<file path="config.mk">
export PLATFORM = sky130hd
export DESIGN_NAME = link_error_recovery
export DESIGN_NICKNAME = d
export VERILOG_FILES = /design/src/verilog/link_err_pkg.sv /design/src/verilog/link_error_recovery.sv
export SDC_FILE = /design/constraint.sdc
export NUM_CORES = 1
export LEC_CHECK = 0
export BUFFER_PORTS_ARGS = -buffer_cell sky130_fd_sc_hd__buf_4
export CORE_UTILIZATION = 52
export CTS_CLUSTER_DIAMETER = 120
export CTS_CLUSTER_SIZE = 14
export DETAILED_ROUTE_END_ITERATION = 8
export PLACE_DENSITY = 0.76
export SETUP_SLACK_MARGIN = 0.1
export SLEW_MARGIN = 20
export SYNTH_ARGS = -nofsm -noshare
export SYNTH_HDL_FRONTEND = slang
export SYNTH_SLANG_ARGS = --single-unit
</file>
<file path="constraint.sdc">
create_clock -name clk_sys -period 2.3 [get_ports clk_sys]
set_input_delay 0.23 -clock clk_sys [delete_from_list [all_inputs] [get_ports clk_sys]]
set_output_delay 0.23 -clock clk_sys [all_outputs]
set_load 0.05 [all_outputs]
</file>
<file path="src/verilog/link_err_pkg.sv">
// constants and types for the link error recovery block
`default_nettype none
package link_err_pkg;
  localparam int          SEQ_W       = 3;
  localparam int          CNT_W       = 8;
  localparam int          CRD_W       = 2;
  localparam int          TMR_W       = 16;
  localparam int          CLK_MHZ     = 20;
  localparam int          PEND_HP_US  = 3;
  localparam int          CREDIT_HP_US = 5000;
  localparam int          PEND_HP_CYC = PEND_HP_US * CLK_MHZ;
  localparam int          CREDIT_HP_CYC = CREDIT_HP_US * CLK_MHZ;
  localparam logic [2:0]  NXT_NONE    = 3'h0;
  localparam logic [2:0]  NXT_RECOV   = 3'h1;
  localparam logic [2:0]  NXT_RXDET   = 3'h2;
  localparam logic [2:0]  NXT_SSDIS   = 3'h3;
  localparam logic [2:0]  NXT_SSINACT = 3'h4;
  typedef enum logic [1:0] {ADV_SEQ, ADV_CRD, ADV_RUN, ADV_IDLE} adv_e;
endpackage : link_err_pkg
`default_nettype wire

</file>
<file path="src/verilog/link_error_recovery.sv">
// link error detection, recovery path choice and link error count
// Operation
// - non-advertising ack with wrong sequence number causes recovery
// - ack sequence number loads from the partner's advertisement
// - sequence advertisement comes first after every entry to U0
// - missing, late or preceded sequence advertisement causes recovery
// - credit advertisement follows the sequence advertisement
// - missing or preceded credit advertisement causes recovery
// - count rises by one per error driven entry to recovery
// - only a downstream port keeps the count
// - count clears on any reset and on entering polling idle
// - training substate timeouts are training sequence errors
// - polling training error goes to rx detect or disabled
// - recovery training error goes to inactive or rx detect
// - training errors leave the count alone
// - disparity outside plus two, zero, minus two is flagged
// - unknown ten-bit symbol is flagged as decode error
// - symbol errors may drop current packet, count unchanged
// - header crc errors use retry and leave count alone; here the count is left alone but send_lbad is not raised for them
// - rx header sequence mismatch causes recovery and counts
// - invalid link commands are ignored, count unchanged
// - missed ack or credit command causes recovery and counts
// - inactive state holds until software directs it out
// - unexpected commands and packets are ignored
// - credits out of order or credit timer expiry mean missing credit
`default_nettype none
module link_error_recovery #(
  parameter int PEND_CYC   = link_err_pkg::PEND_HP_CYC,
  parameter int CREDIT_CYC = link_err_pkg::CREDIT_HP_CYC
) (
  input  wire logic                            clk_sys,
  input  wire logic                            sys_rst,
  input  wire logic                            is_downstream,
  input  wire logic                            is_hub,
  input  wire logic                            u0_entry,
  input  wire logic                            polling_idle_entry,
  input  wire logic                            inband_reset_done,
  input  wire logic                            leave_inactive,
  input  wire logic                            hot_reset_attempt,
  input  wire logic                            adv_sent,
  input  wire logic                            credit_sent,
  input  wire logic                            tx_hp_sent,
  input  wire logic                            rx_lgood,
  input  wire logic [link_err_pkg::SEQ_W-1:0]  rx_lgood_seq,
  input  wire logic                            rx_lcrd,
  input  wire logic [link_err_pkg::CRD_W-1:0]  rx_lcrd_id,
  input  wire logic                            rx_lgo_ux,
  input  wire logic                            rx_hp,
  input  wire logic                            rx_hp_crc_bad,
  input  wire logic                            rx_hp_seq_bad,
  input  wire logic                            rx_lc_invalid,
  input  wire logic                            rx_lc_missed,
  input  wire logic                            in_hp,
  input  wire logic                            in_lc,
  input  wire logic                            in_dpp,
  input  wire logic                            ts_timeout_poll,
  input  wire logic                            ts_timeout_recov,
  input  wire logic signed [2:0]               rx_disparity,
  input  wire logic                            rx_sym_unknown,
  output logic                                 go_recovery,
  output logic [2:0]                           next_state,
  output logic                                 in_inactive,
  output logic                                 disparity_err,
  output logic                                 decode_err,
  output logic                                 send_lbad,
  output logic                                 drop_lc,
  output logic                                 drop_dpp,
  output logic [link_err_pkg::CNT_W-1:0]       link_err_cnt
);
  import link_err_pkg::*;

  localparam logic [TMR_W-1:0] PEND_T = TMR_W'(PEND_CYC);
  localparam logic [31:0] CRED_T = 32'(CREDIT_CYC);
  localparam logic [CNT_W-1:0] CNT_MAX = {CNT_W{1'b1}};

  adv_e               adv_reg, adv_next;
  logic               seq_rx_reg, seq_rx_next;
  logic               crd_rx_reg, crd_rx_next;
  logic               own_adv_reg, own_adv_next;
  logic               own_crd_reg, own_crd_next;
  logic [SEQ_W-1:0]   ack_seq_reg, ack_seq_next;
  logic [CRD_W-1:0]   crd_last_reg, crd_last_next;
  logic [TMR_W-1:0]   pend_reg, pend_next;
  logic [31:0]        cred_reg, cred_next;
  logic               recov_reg, recov_next;
  logic [2:0]         nst_reg, nst_next;
  logic               inact_reg, inact_next;
  logic               disp_reg, disp_next;
  logic               dec_reg, dec_next;
  logic               lbad_reg, lbad_next;
  logic               dlc_reg, dlc_next;
  logic               ddpp_reg, ddpp_next;
  logic [CNT_W-1:0]   cnt_reg, cnt_next;
  logic               err_recov;

  function automatic logic disp_ok(input logic signed [2:0] d);
    disp_ok = (d == 3'sh2) || (d == 3'sh0) || (d == -3'sh2);
  endfunction : disp_ok

  always_comb begin
    adv_next      = adv_reg;
    seq_rx_next   = seq_rx_reg;
    crd_rx_next   = crd_rx_reg;
    // own advertisement and credits stay marked once sent
    own_adv_next  = own_adv_reg || adv_sent;
    own_crd_next  = own_crd_reg || credit_sent;
    ack_seq_next  = ack_seq_reg;
    crd_last_next = crd_last_reg;
    pend_next     = pend_reg;
    cred_next     = cred_reg;
    err_recov     = 1'b0;
    if (adv_reg == ADV_SEQ) begin
      // partner advertisement awaited; timer runs until it arrives
      if (!seq_rx_reg && pend_reg != '0)
        pend_next = pend_reg - TMR_W'(1);
      if (!seq_rx_reg && pend_reg == TMR_W'(1))
        err_recov = 1'b1;
      if (rx_hp && !own_adv_next)
        err_recov = 1'b1;
      if ((rx_lcrd || rx_lgo_ux) && !seq_rx_reg)
        err_recov = 1'b1;
      if (rx_lgood && !seq_rx_reg) begin
        seq_rx_next  = 1'b1;
        ack_seq_next = rx_lgood_seq;
      end
      if (own_adv_next && (seq_rx_reg || rx_lgood))
        adv_next = ADV_CRD;
    end else if (adv_reg == ADV_CRD) begin
      if (!crd_rx_reg && cred_reg != '0)
        cred_next = cred_reg - 32'h1;
      if (!crd_rx_reg && cred_reg == 32'h1)
        err_recov = 1'b1;
      if (rx_hp && !own_crd_next)
        err_recov = 1'b1;
      if (rx_lgo_ux && !crd_rx_reg && !rx_lcrd)
        err_recov = 1'b1;
      if (rx_lcrd) begin
        crd_rx_next   = 1'b1;
        crd_last_next = rx_lcrd_id;
      end
      if (own_crd_next && (crd_rx_reg || rx_lcrd))
        adv_next = ADV_RUN;
    end else if (adv_reg == ADV_RUN) begin
      if (tx_hp_sent || rx_lgood)
        pend_next = PEND_T;
      if (rx_lgood) begin
        // every ack, stray or not, is checked against the expected sequence number
        if (rx_lgood_seq != ack_seq_reg)
          err_recov = 1'b1;
        ack_seq_next = ack_seq_reg + SEQ_W'(1);
      end
      if (rx_lcrd) begin
        if (rx_lcrd_id != crd_last_reg + CRD_W'(1))
          err_recov = 1'b1;
        crd_last_next = rx_lcrd_id;
      end
    end
    if (rx_hp && !rx_hp_crc_bad && rx_hp_seq_bad && adv_reg == ADV_RUN)
      err_recov = 1'b1;
    if (rx_lc_missed)
      err_recov = 1'b1;
    // invalid commands change nothing here
    if (err_recov)
      adv_next = ADV_IDLE;
    if (u0_entry) begin
      adv_next    = ADV_SEQ;
      seq_rx_next = 1'b0;
      crd_rx_next = 1'b0;
      own_adv_next = 1'b0;
      own_crd_next = 1'b0;
      pend_next   = PEND_T;
      cred_next   = CRED_T;
    end
  end

  always_comb begin
    recov_next = err_recov;
    nst_next   = err_recov ? NXT_RECOV : NXT_NONE;
    inact_next = inact_reg && !leave_inactive;
    if (ts_timeout_poll) begin
      nst_next = (is_downstream || is_hub) ? NXT_RXDET : NXT_SSDIS;
    end else if (ts_timeout_recov) begin
      if (is_downstream && hot_reset_attempt)
        nst_next = NXT_RXDET;
      else begin
        nst_next   = NXT_SSINACT;
        inact_next = 1'b1;
      end
    end
    disp_next = !disp_ok(rx_disparity);
    dec_next  = rx_sym_unknown;
    lbad_next = (disp_next || dec_next) && in_hp;
    dlc_next  = (disp_next || dec_next) && in_lc;
    ddpp_next = (disp_next || dec_next) && in_dpp;
    cnt_next  = cnt_reg;
    // only error driven recovery counts
    if (err_recov && is_downstream && cnt_reg != CNT_MAX)
      cnt_next = cnt_reg + CNT_W'(1);
    if (polling_idle_entry || inband_reset_done)
      cnt_next = '0;
  end

  always_ff @(posedge clk_sys) begin
    if (sys_rst) begin
      adv_reg      <= ADV_IDLE;
      seq_rx_reg   <= 1'b0;
      crd_rx_reg   <= 1'b0;
      own_adv_reg  <= 1'b0;
      own_crd_reg  <= 1'b0;
      ack_seq_reg  <= '0;
      crd_last_reg <= '0;
      pend_reg     <= '0;
      cred_reg     <= '0;
      recov_reg    <= 1'b0;
      nst_reg      <= NXT_NONE;
      inact_reg    <= 1'b0;
      disp_reg     <= 1'b0;
      dec_reg      <= 1'b0;
      lbad_reg     <= 1'b0;
      dlc_reg      <= 1'b0;
      ddpp_reg     <= 1'b0;
      cnt_reg      <= '0;
    end else begin
      adv_reg      <= adv_next;
      seq_rx_reg   <= seq_rx_next;
      crd_rx_reg   <= crd_rx_next;
      own_adv_reg  <= own_adv_next;
      own_crd_reg  <= own_crd_next;
      ack_seq_reg  <= ack_seq_next;
      crd_last_reg <= crd_last_next;
      pend_reg     <= pend_next;
      cred_reg     <= cred_next;
      recov_reg    <= recov_next;
      nst_reg      <= nst_next;
      inact_reg    <= inact_next;
      disp_reg     <= disp_next;
      dec_reg      <= dec_next;
      lbad_reg     <= lbad_next;
      dlc_reg      <= dlc_next;
      ddpp_reg     <= ddpp_next;
      cnt_reg      <= cnt_next;
    end
  end

  assign go_recovery   = recov_reg;
  assign next_state    = nst_reg;
  assign in_inactive   = inact_reg;
  assign disparity_err = disp_reg;
  assign decode_err    = dec_reg;
  assign send_lbad     = lbad_reg;
  assign drop_lc       = dlc_reg;
  assign drop_dpp      = ddpp_reg;
  assign link_err_cnt  = cnt_reg;

  property p_ack_mismatch;
    @(posedge clk_sys) disable iff (sys_rst)
      (adv_reg == ADV_RUN && rx_lgood && rx_lgood_seq != ack_seq_reg
       && !u0_entry) |=> go_recovery;
  endproperty
  a_ack_mismatch: assert property (p_ack_mismatch)
    else $error("ack mismatch did not start recovery");

  property p_adv_load;
    @(posedge clk_sys) disable iff (sys_rst)
      (adv_reg == ADV_SEQ && rx_lgood && !seq_rx_reg && !u0_entry)
      |=> ack_seq_reg == $past(rx_lgood_seq);
  endproperty
  a_adv_load: assert property (p_adv_load)
    else $error("ack sequence not loaded from advertisement");

  property p_adv_early;
    @(posedge clk_sys) disable iff (sys_rst)
      (adv_reg == ADV_SEQ && !seq_rx_reg && rx_lgo_ux && !u0_entry)
      |=> go_recovery && next_state == NXT_RECOV;
  endproperty
  a_adv_early: assert property (p_adv_early)
    else $error("early power command not flagged");

  property p_crd_hp;
    @(posedge clk_sys) disable iff (sys_rst)
      (adv_reg == ADV_CRD && rx_hp && !credit_sent && !own_crd_reg)
      |=> go_recovery;
  endproperty
  a_crd_hp: assert property (p_crd_hp)
    else $error("packet before credits not flagged");

  property p_cnt_inc;
    @(posedge clk_sys) disable iff (sys_rst)
      (go_recovery && $past(is_downstream) && !$past(polling_idle_entry)
       && !$past(inband_reset_done) && $past(cnt_reg) != CNT_MAX)
      |-> link_err_cnt == $past(link_err_cnt) + CNT_W'(1);
  endproperty
  a_cnt_inc: assert property (p_cnt_inc)
    else $error("count did not rise with recovery");

  property p_upstream_hold;
    @(posedge clk_sys) disable iff (sys_rst)
      (!is_downstream && !polling_idle_entry && !inband_reset_done)
      |=> $stable(link_err_cnt);
  endproperty
  a_upstream_hold: assert property (p_upstream_hold)
    else $error("upstream port changed count");

  property p_cnt_clr;
    @(posedge clk_sys) disable iff (sys_rst)
      (polling_idle_entry || inband_reset_done) |=> link_err_cnt == '0;
  endproperty
  a_cnt_clr: assert property (p_cnt_clr)
    else $error("count not cleared");

  property p_poll_ts;
    @(posedge clk_sys) disable iff (sys_rst)
      (ts_timeout_poll && !is_downstream && !is_hub)
      |=> next_state == NXT_SSDIS;
  endproperty
  a_poll_ts: assert property (p_poll_ts)
    else $error("peripheral polling timeout path wrong");

  property p_recov_ts;
    @(posedge clk_sys) disable iff (sys_rst)
      (ts_timeout_recov && !ts_timeout_poll && !hot_reset_attempt)
      |=> next_state == NXT_SSINACT && in_inactive;
  endproperty
  a_recov_ts: assert property (p_recov_ts)
    else $error("recovery timeout path wrong");

  property p_disp;
    @(posedge clk_sys) disable iff (sys_rst)
      (rx_disparity == 3'sh1) |=> disparity_err;
  endproperty
  a_disp: assert property (p_disp)
    else $error("disparity error missed");

  property p_sat;
    @(posedge clk_sys) disable iff (sys_rst)
      (link_err_cnt == CNT_MAX && !polling_idle_entry && !inband_reset_done)
      |=> link_err_cnt == CNT_MAX;
  endproperty
  a_sat: assert property (p_sat)
    else $error("count wrapped");

  c_recov: cover property (@(posedge clk_sys) go_recovery);
  c_run: cover property (@(posedge clk_sys) adv_reg == ADV_RUN);
  c_inact: cover property (@(posedge clk_sys) in_inactive);
  c_lbad: cover property (@(posedge clk_sys) send_lbad);
endmodule : link_error_recovery
`default_nettype wire

</file>
Yosys cells after proc, flatten, opt, wreduce, memory -nomap -nowiden
Cells that the tools add are included.
{ "classes": {"addsub": 5, "mul": 0, "div_mod_pow": 0, "magnitude_cmp": 0, "eq_ne": 16, "n_shift": 0, "muxes": 47, "n_bitwise": 1, "n_reduce_logical": 66} }
{ "ops": {"columns": ["operator", "count"], "rows": [
  ["$mux 16", 5],
  ["$mux 17", 4],
  ["$eq 32x1->1 const B", 1],
  ["$reduce_bool 32->1", 1],
  ["$sub 32x1->32 const B", 1],
  ["$mux 3", 8],
  ["$logic_and 1x1->1", 22],
  ["$mux 1", 20],
  ["$mux 2", 9],
  ["$eq 16x1->1 const B", 1],
  ["$reduce_bool 16->1", 1],
  ["$sub 16x1->16 const B", 1],
  ["$reduce_and 3->1", 4],
  ["$reduce_and 4->1", 3],
  ["$reduce_bool 2->1", 6],
  ["$logic_or 1x1->1", 11],
  ["$add 8x1->8 const B", 1],
  ["$logic_not 1->1", 8],
  ["$ne 8x8->1 const B", 1],
  ["$reduce_bool 4->1", 2],
  ["$mux 6", 1],
  ["$reduce_bool 3->1", 2],
  ["$ne 2x1->1 const B", 2],
  ["$ne 2x2->1 const B", 2],
  ["other kinds (16)", 18]
]} }
{ "word_totals": {"ff_bits": 77, "latchBits": 0, "ram_bits": 0, "romBits": 0, "input_bits": 34, "wordCells": 155, "mem_count": 0} }

Logic depth before layout (Yosys ltp)
{ "depth": {"word_depth": 13, "ltp_mapped": 10} }

Least setup slack after synthesis
Ideal clock, no wire load.
{ "synth_path": {"path_type": "reg-to-reg", "startpoint": "reg adv_reg[0]", "endpoint": "reg adv_reg[1]", "setup_ps": 116, "arrival_ps": 2424, "slack_ps": -240, "stages_incl_launch_ff": 8, "path_buffers": 0, "cell_sequence": "dfxtp_1 inv_1 ha_1 a32o_1 a211oi_1 o311ai_0 or4b_2 a31o_2"} }
{ "synth_via": {"elab_chain_len": 8} }
{ "synth_lines": {"columns": ["element", "line_no", "rtl"], "rows": [
  ["from (decl)", "link_error_recovery.sv:76", "adv_e adv_reg, adv_next;"],
  ["from (signal assigned)", "link_error_recovery.sv:224", "adv_reg <= adv_next;"],
  ["$eq 2x2->1", "link_error_recovery.sv:143, link_error_recovery.sv:158", null],
  ["$mux 1", "link_error_recovery.sv:143", "end else if (adv_reg == ADV_RUN) begin"],
  ["$mux 1", "link_error_recovery.sv:128", "end else if (adv_reg == ADV_CRD) begin"],
  ["$mux 1", "link_error_recovery.sv:112", "if (adv_reg == ADV_SEQ) begin"],
  ["$mux 1", "link_error_recovery.sv:158", "if (rx_hp && !rx_hp_crc_bad && rx_hp_seq_bad && adv_reg == ADV_RUN)"],
  ["$mux 1", "link_error_recovery.sv:160", "if (rx_lc_missed)"],
  ["$ne 4x3->1 (no source line), or another cell as far along", null, null],
  ["$reduce_and 3->1 (no source line) / $mux 2 (equally long branches)", null, null]
]} }
Parallel ways exist; a longest one is shown, timed or not.
A chain may end at the register's enable or synchronous reset.

Final worst setup path
Ends and elaborated chain as after synthesis.

==> out/metrics.cfg <==
[yosys]
synth-edff-count=0
postSynthNetCount=507
syn_avg_cell_area_um2=8.47
ys_async_sr_fraction_pct=0
ys_seq_area_share_pct=39.4
synth_area_um2=3920
ys_warn_count=0
synth.distinct_cells=59
ys_ff_latch=77
synthCells=462
synth-main-ff-cell=dfxtp_1

[worst_setup_path]
cp_max_fo=3
rrSetupSlack_ns=-0.005
reg2reg_from=adv_reg[0]
end_kind=register
critPathKind=reg -> reg
required_ns=2.55
reg2regPathDepth=9
start_kind=register
r2r-end=adv_reg[1]
critPathArrivalTime_ns=2.55

[sta]
timing.fmax_ghz=0.434
fin_crit_sh_pct=100
slew_violations=0
setup_viol=1
fin_crit_ns=2.30
hold_viol=0
finClkSkew_ns=0.00942
fin_setup_tns_ns=-0.00463
relSlewSlack_pct=68.2
setup_ws_ns=-0.00463
worstMarginPinSlew_ns=0.466
rsz0062_at_grt=true
timing.hold.ws_ns=0.0869

[detailed_routing]
drt_iter0_markers=140
wl_per_cell_um=14.8
routed_wl_mm=9.51
met1Wirelength_mm=4.25
vias_per_cell=5.65
route.detailed.drc=0
route.met3.wl_um=288
vias=3625
met2WireLength_mm=4.87
drt_first_pass_iters=4
drtAntennaViolNets=0
highest_layer=met4

[clocking]
numCtsBuffers=9
clock-sinks=77
cts_tree=built
cts_buffer_depth=2
cts_root_buf=clkbuf_8
clkLatencyLatePin_ns=0.35
htree_levels=3
cts_hold_repair.buffers=0
path_clk_slew_ns=0.08

[placed_design]
port_buffers=50
gp_congestion=0.811
post-place-ws_ns=-0.0183
post_dp_cell_area_um2=4590
dp_cells=620
dp_hpwl_mm=6.47

[final_layout]
regArea_um2=1550
antenna_cells=0
fillers=544
stdcell_count=642
area_growth_pct=30.8
drive_gt1_share_pct=26.7
final_core_util_pct=70.6
multi_input_area_um2=2500
fin_area_um2=5120
nets=584
largest_reg_flops=32

[global_route]
grt_overflow=0
first_global_vias=3485
grt_max_degree=33
grt_pass1_wl_mm=15.2
grt_util_all_layers_pct=24.6
antenna_found_initial=0

[min_path]
hp-class=in -> reg
hp-start=in_lc
min_to=drop_lc
holdPathStages=2

[power]
power_switching_mw=0.829
power_leakage_nw=1.96
internal_power_mw=2.47
finalPower_mw=3.30
p_per_area_nw_per_um2=645
p_clk_share_pct=40.7
vdd_drop_max_v=0.000446
netSwitchingFraction_pct=25.1
combPwrFrac_pct=16.3
p_seq_share_pct=43.0

[die]
ioPinCount=52
die-area_um2=7880
dieWidth_um=88.8
core_um2=7250
initial_utilization_pct=54.0
die_h_um=88.8
rows=31

[status]
status=complete, but fails checks
violations=setup timing

[flow_run]
drv_cap=0

==> worst max path at each step <==
stage / endpoint / startpoint / cells after the start
floorplan: adv_reg[1] / adv_reg[0] / 8
global placement: link_err_cnt[4] / cred_reg[31] / 7
detailed placement: link_err_cnt[4] / adv_reg[0] / 8
CTS: link_err_cnt[4] / cred_reg[31] / 7
global route: adv_reg[1] / adv_reg[0] / 9
finish: adv_reg[1] / adv_reg[0] / 9
==> layout make-up <==
cell class,count,area share [%]
Clock inverter,4,2.35
Clock buffer,11,2.76
Timing Repair Buffer,83,12.3
Inverter,13,1.05
Tap cell,99,2.42
Multi-Input combinational cell,355,48.8
Sequential cell,77,30.3
==> critical path, stage by stage (launching register included) <==
cell and delay (ns):
dfxtp_2 0.37, buf_6 0.12, ha_4 0.14, inv_4 0.04, a221oi_4 0.21, o31a_1 0.26
buf_4 0.15, o311ai_4 0.10, or4b_4 0.56, a31o_4 0.25
==> power by group through the flow <==
stage / Sequential (mW) / Combinational (mW) / Clock, mW
global route: 1.42 / 0.583 / 1.41
finish: 1.42 / 0.538 / 1.35
floorplan: 1.48 / 0.273 / 0
CTS: 1.42 / 0.497 / 1.36
detailed placement: 1.45 / 0.475 / 0
global placement: 1.45 / 0.463 / 0
==> synth_stat cells (8+ instances only) <==
master    number  share of area, %
nor2b_1       10               1.6
o21ai_0        8               1.0
xnor2_1       22               4.9
nor2_1        77               7.4
nand2_1       33               3.2
nand3_1       20               2.6
nor3_1        12               1.5
a21oi_1       23               2.9
ha_1          11               3.5
nor4_1        12               1.9
dfxtp_1       77                39
clkbuf_1      14               1.3
inv_1         13               1.2
nand4_1        8               1.3
xor2_1        20               4.5
==> kinds of logic (layout without fill, tap and decap cells) <==
family,Yosys count,after routing,synth area share (%)
AO/OA/AOI/OAI,72,72,12.4
XOR/XNOR,42,42,9.40
adder cells (fa/ha/maj),11,11,3.52
buffers and inverters,30,111,3.10
flip-flops,77,77,39.4
multiplexers,9,9,2.37
AND/OR/NAND/NOR,221,221,29.9
==> cells in the final DEF, fill, tap and decap left out, types with 6 or more instances in the layout <==
master    synthesis  layout
a211oi_1          7       6
a21oi_1          23      23
buf_4             0      81
clkbuf_8          0      10
dfxtp_1          77      72
ha_1             11       8
inv_1            13       9
mux2i_1           7       7
nand2_1          33      33
nand2b_1          7       6
nand3_1          20      20
nand3b_1          6       6
nand4_1           8       8
nor2_1           77      76
nor2b_1          10       8
nor3_1           12      12
nor4_1           12       9
nor4_4            2       6
o21ai_0           8       8
xnor2_1          22      22
xor2_1           20      20
==> layer usage <==
layer  global-route usage, %  up-vias
met1                    29.1     1753
met2                    43.8       66
met4                    7.33        0
li1                        -     1797
met3                    6.34        9
met5                       0        -
==> repair_timing <==
item / in CTS / in global routing
endpoints found under the setup margin: 13 / 33
endpoints found under the hold margin: 0 / 0
pin swaps: 3 / 8
setup buffers: 6 / 1
gates resized for setup: 15 / 29
(Power assumes the default switching activity.)
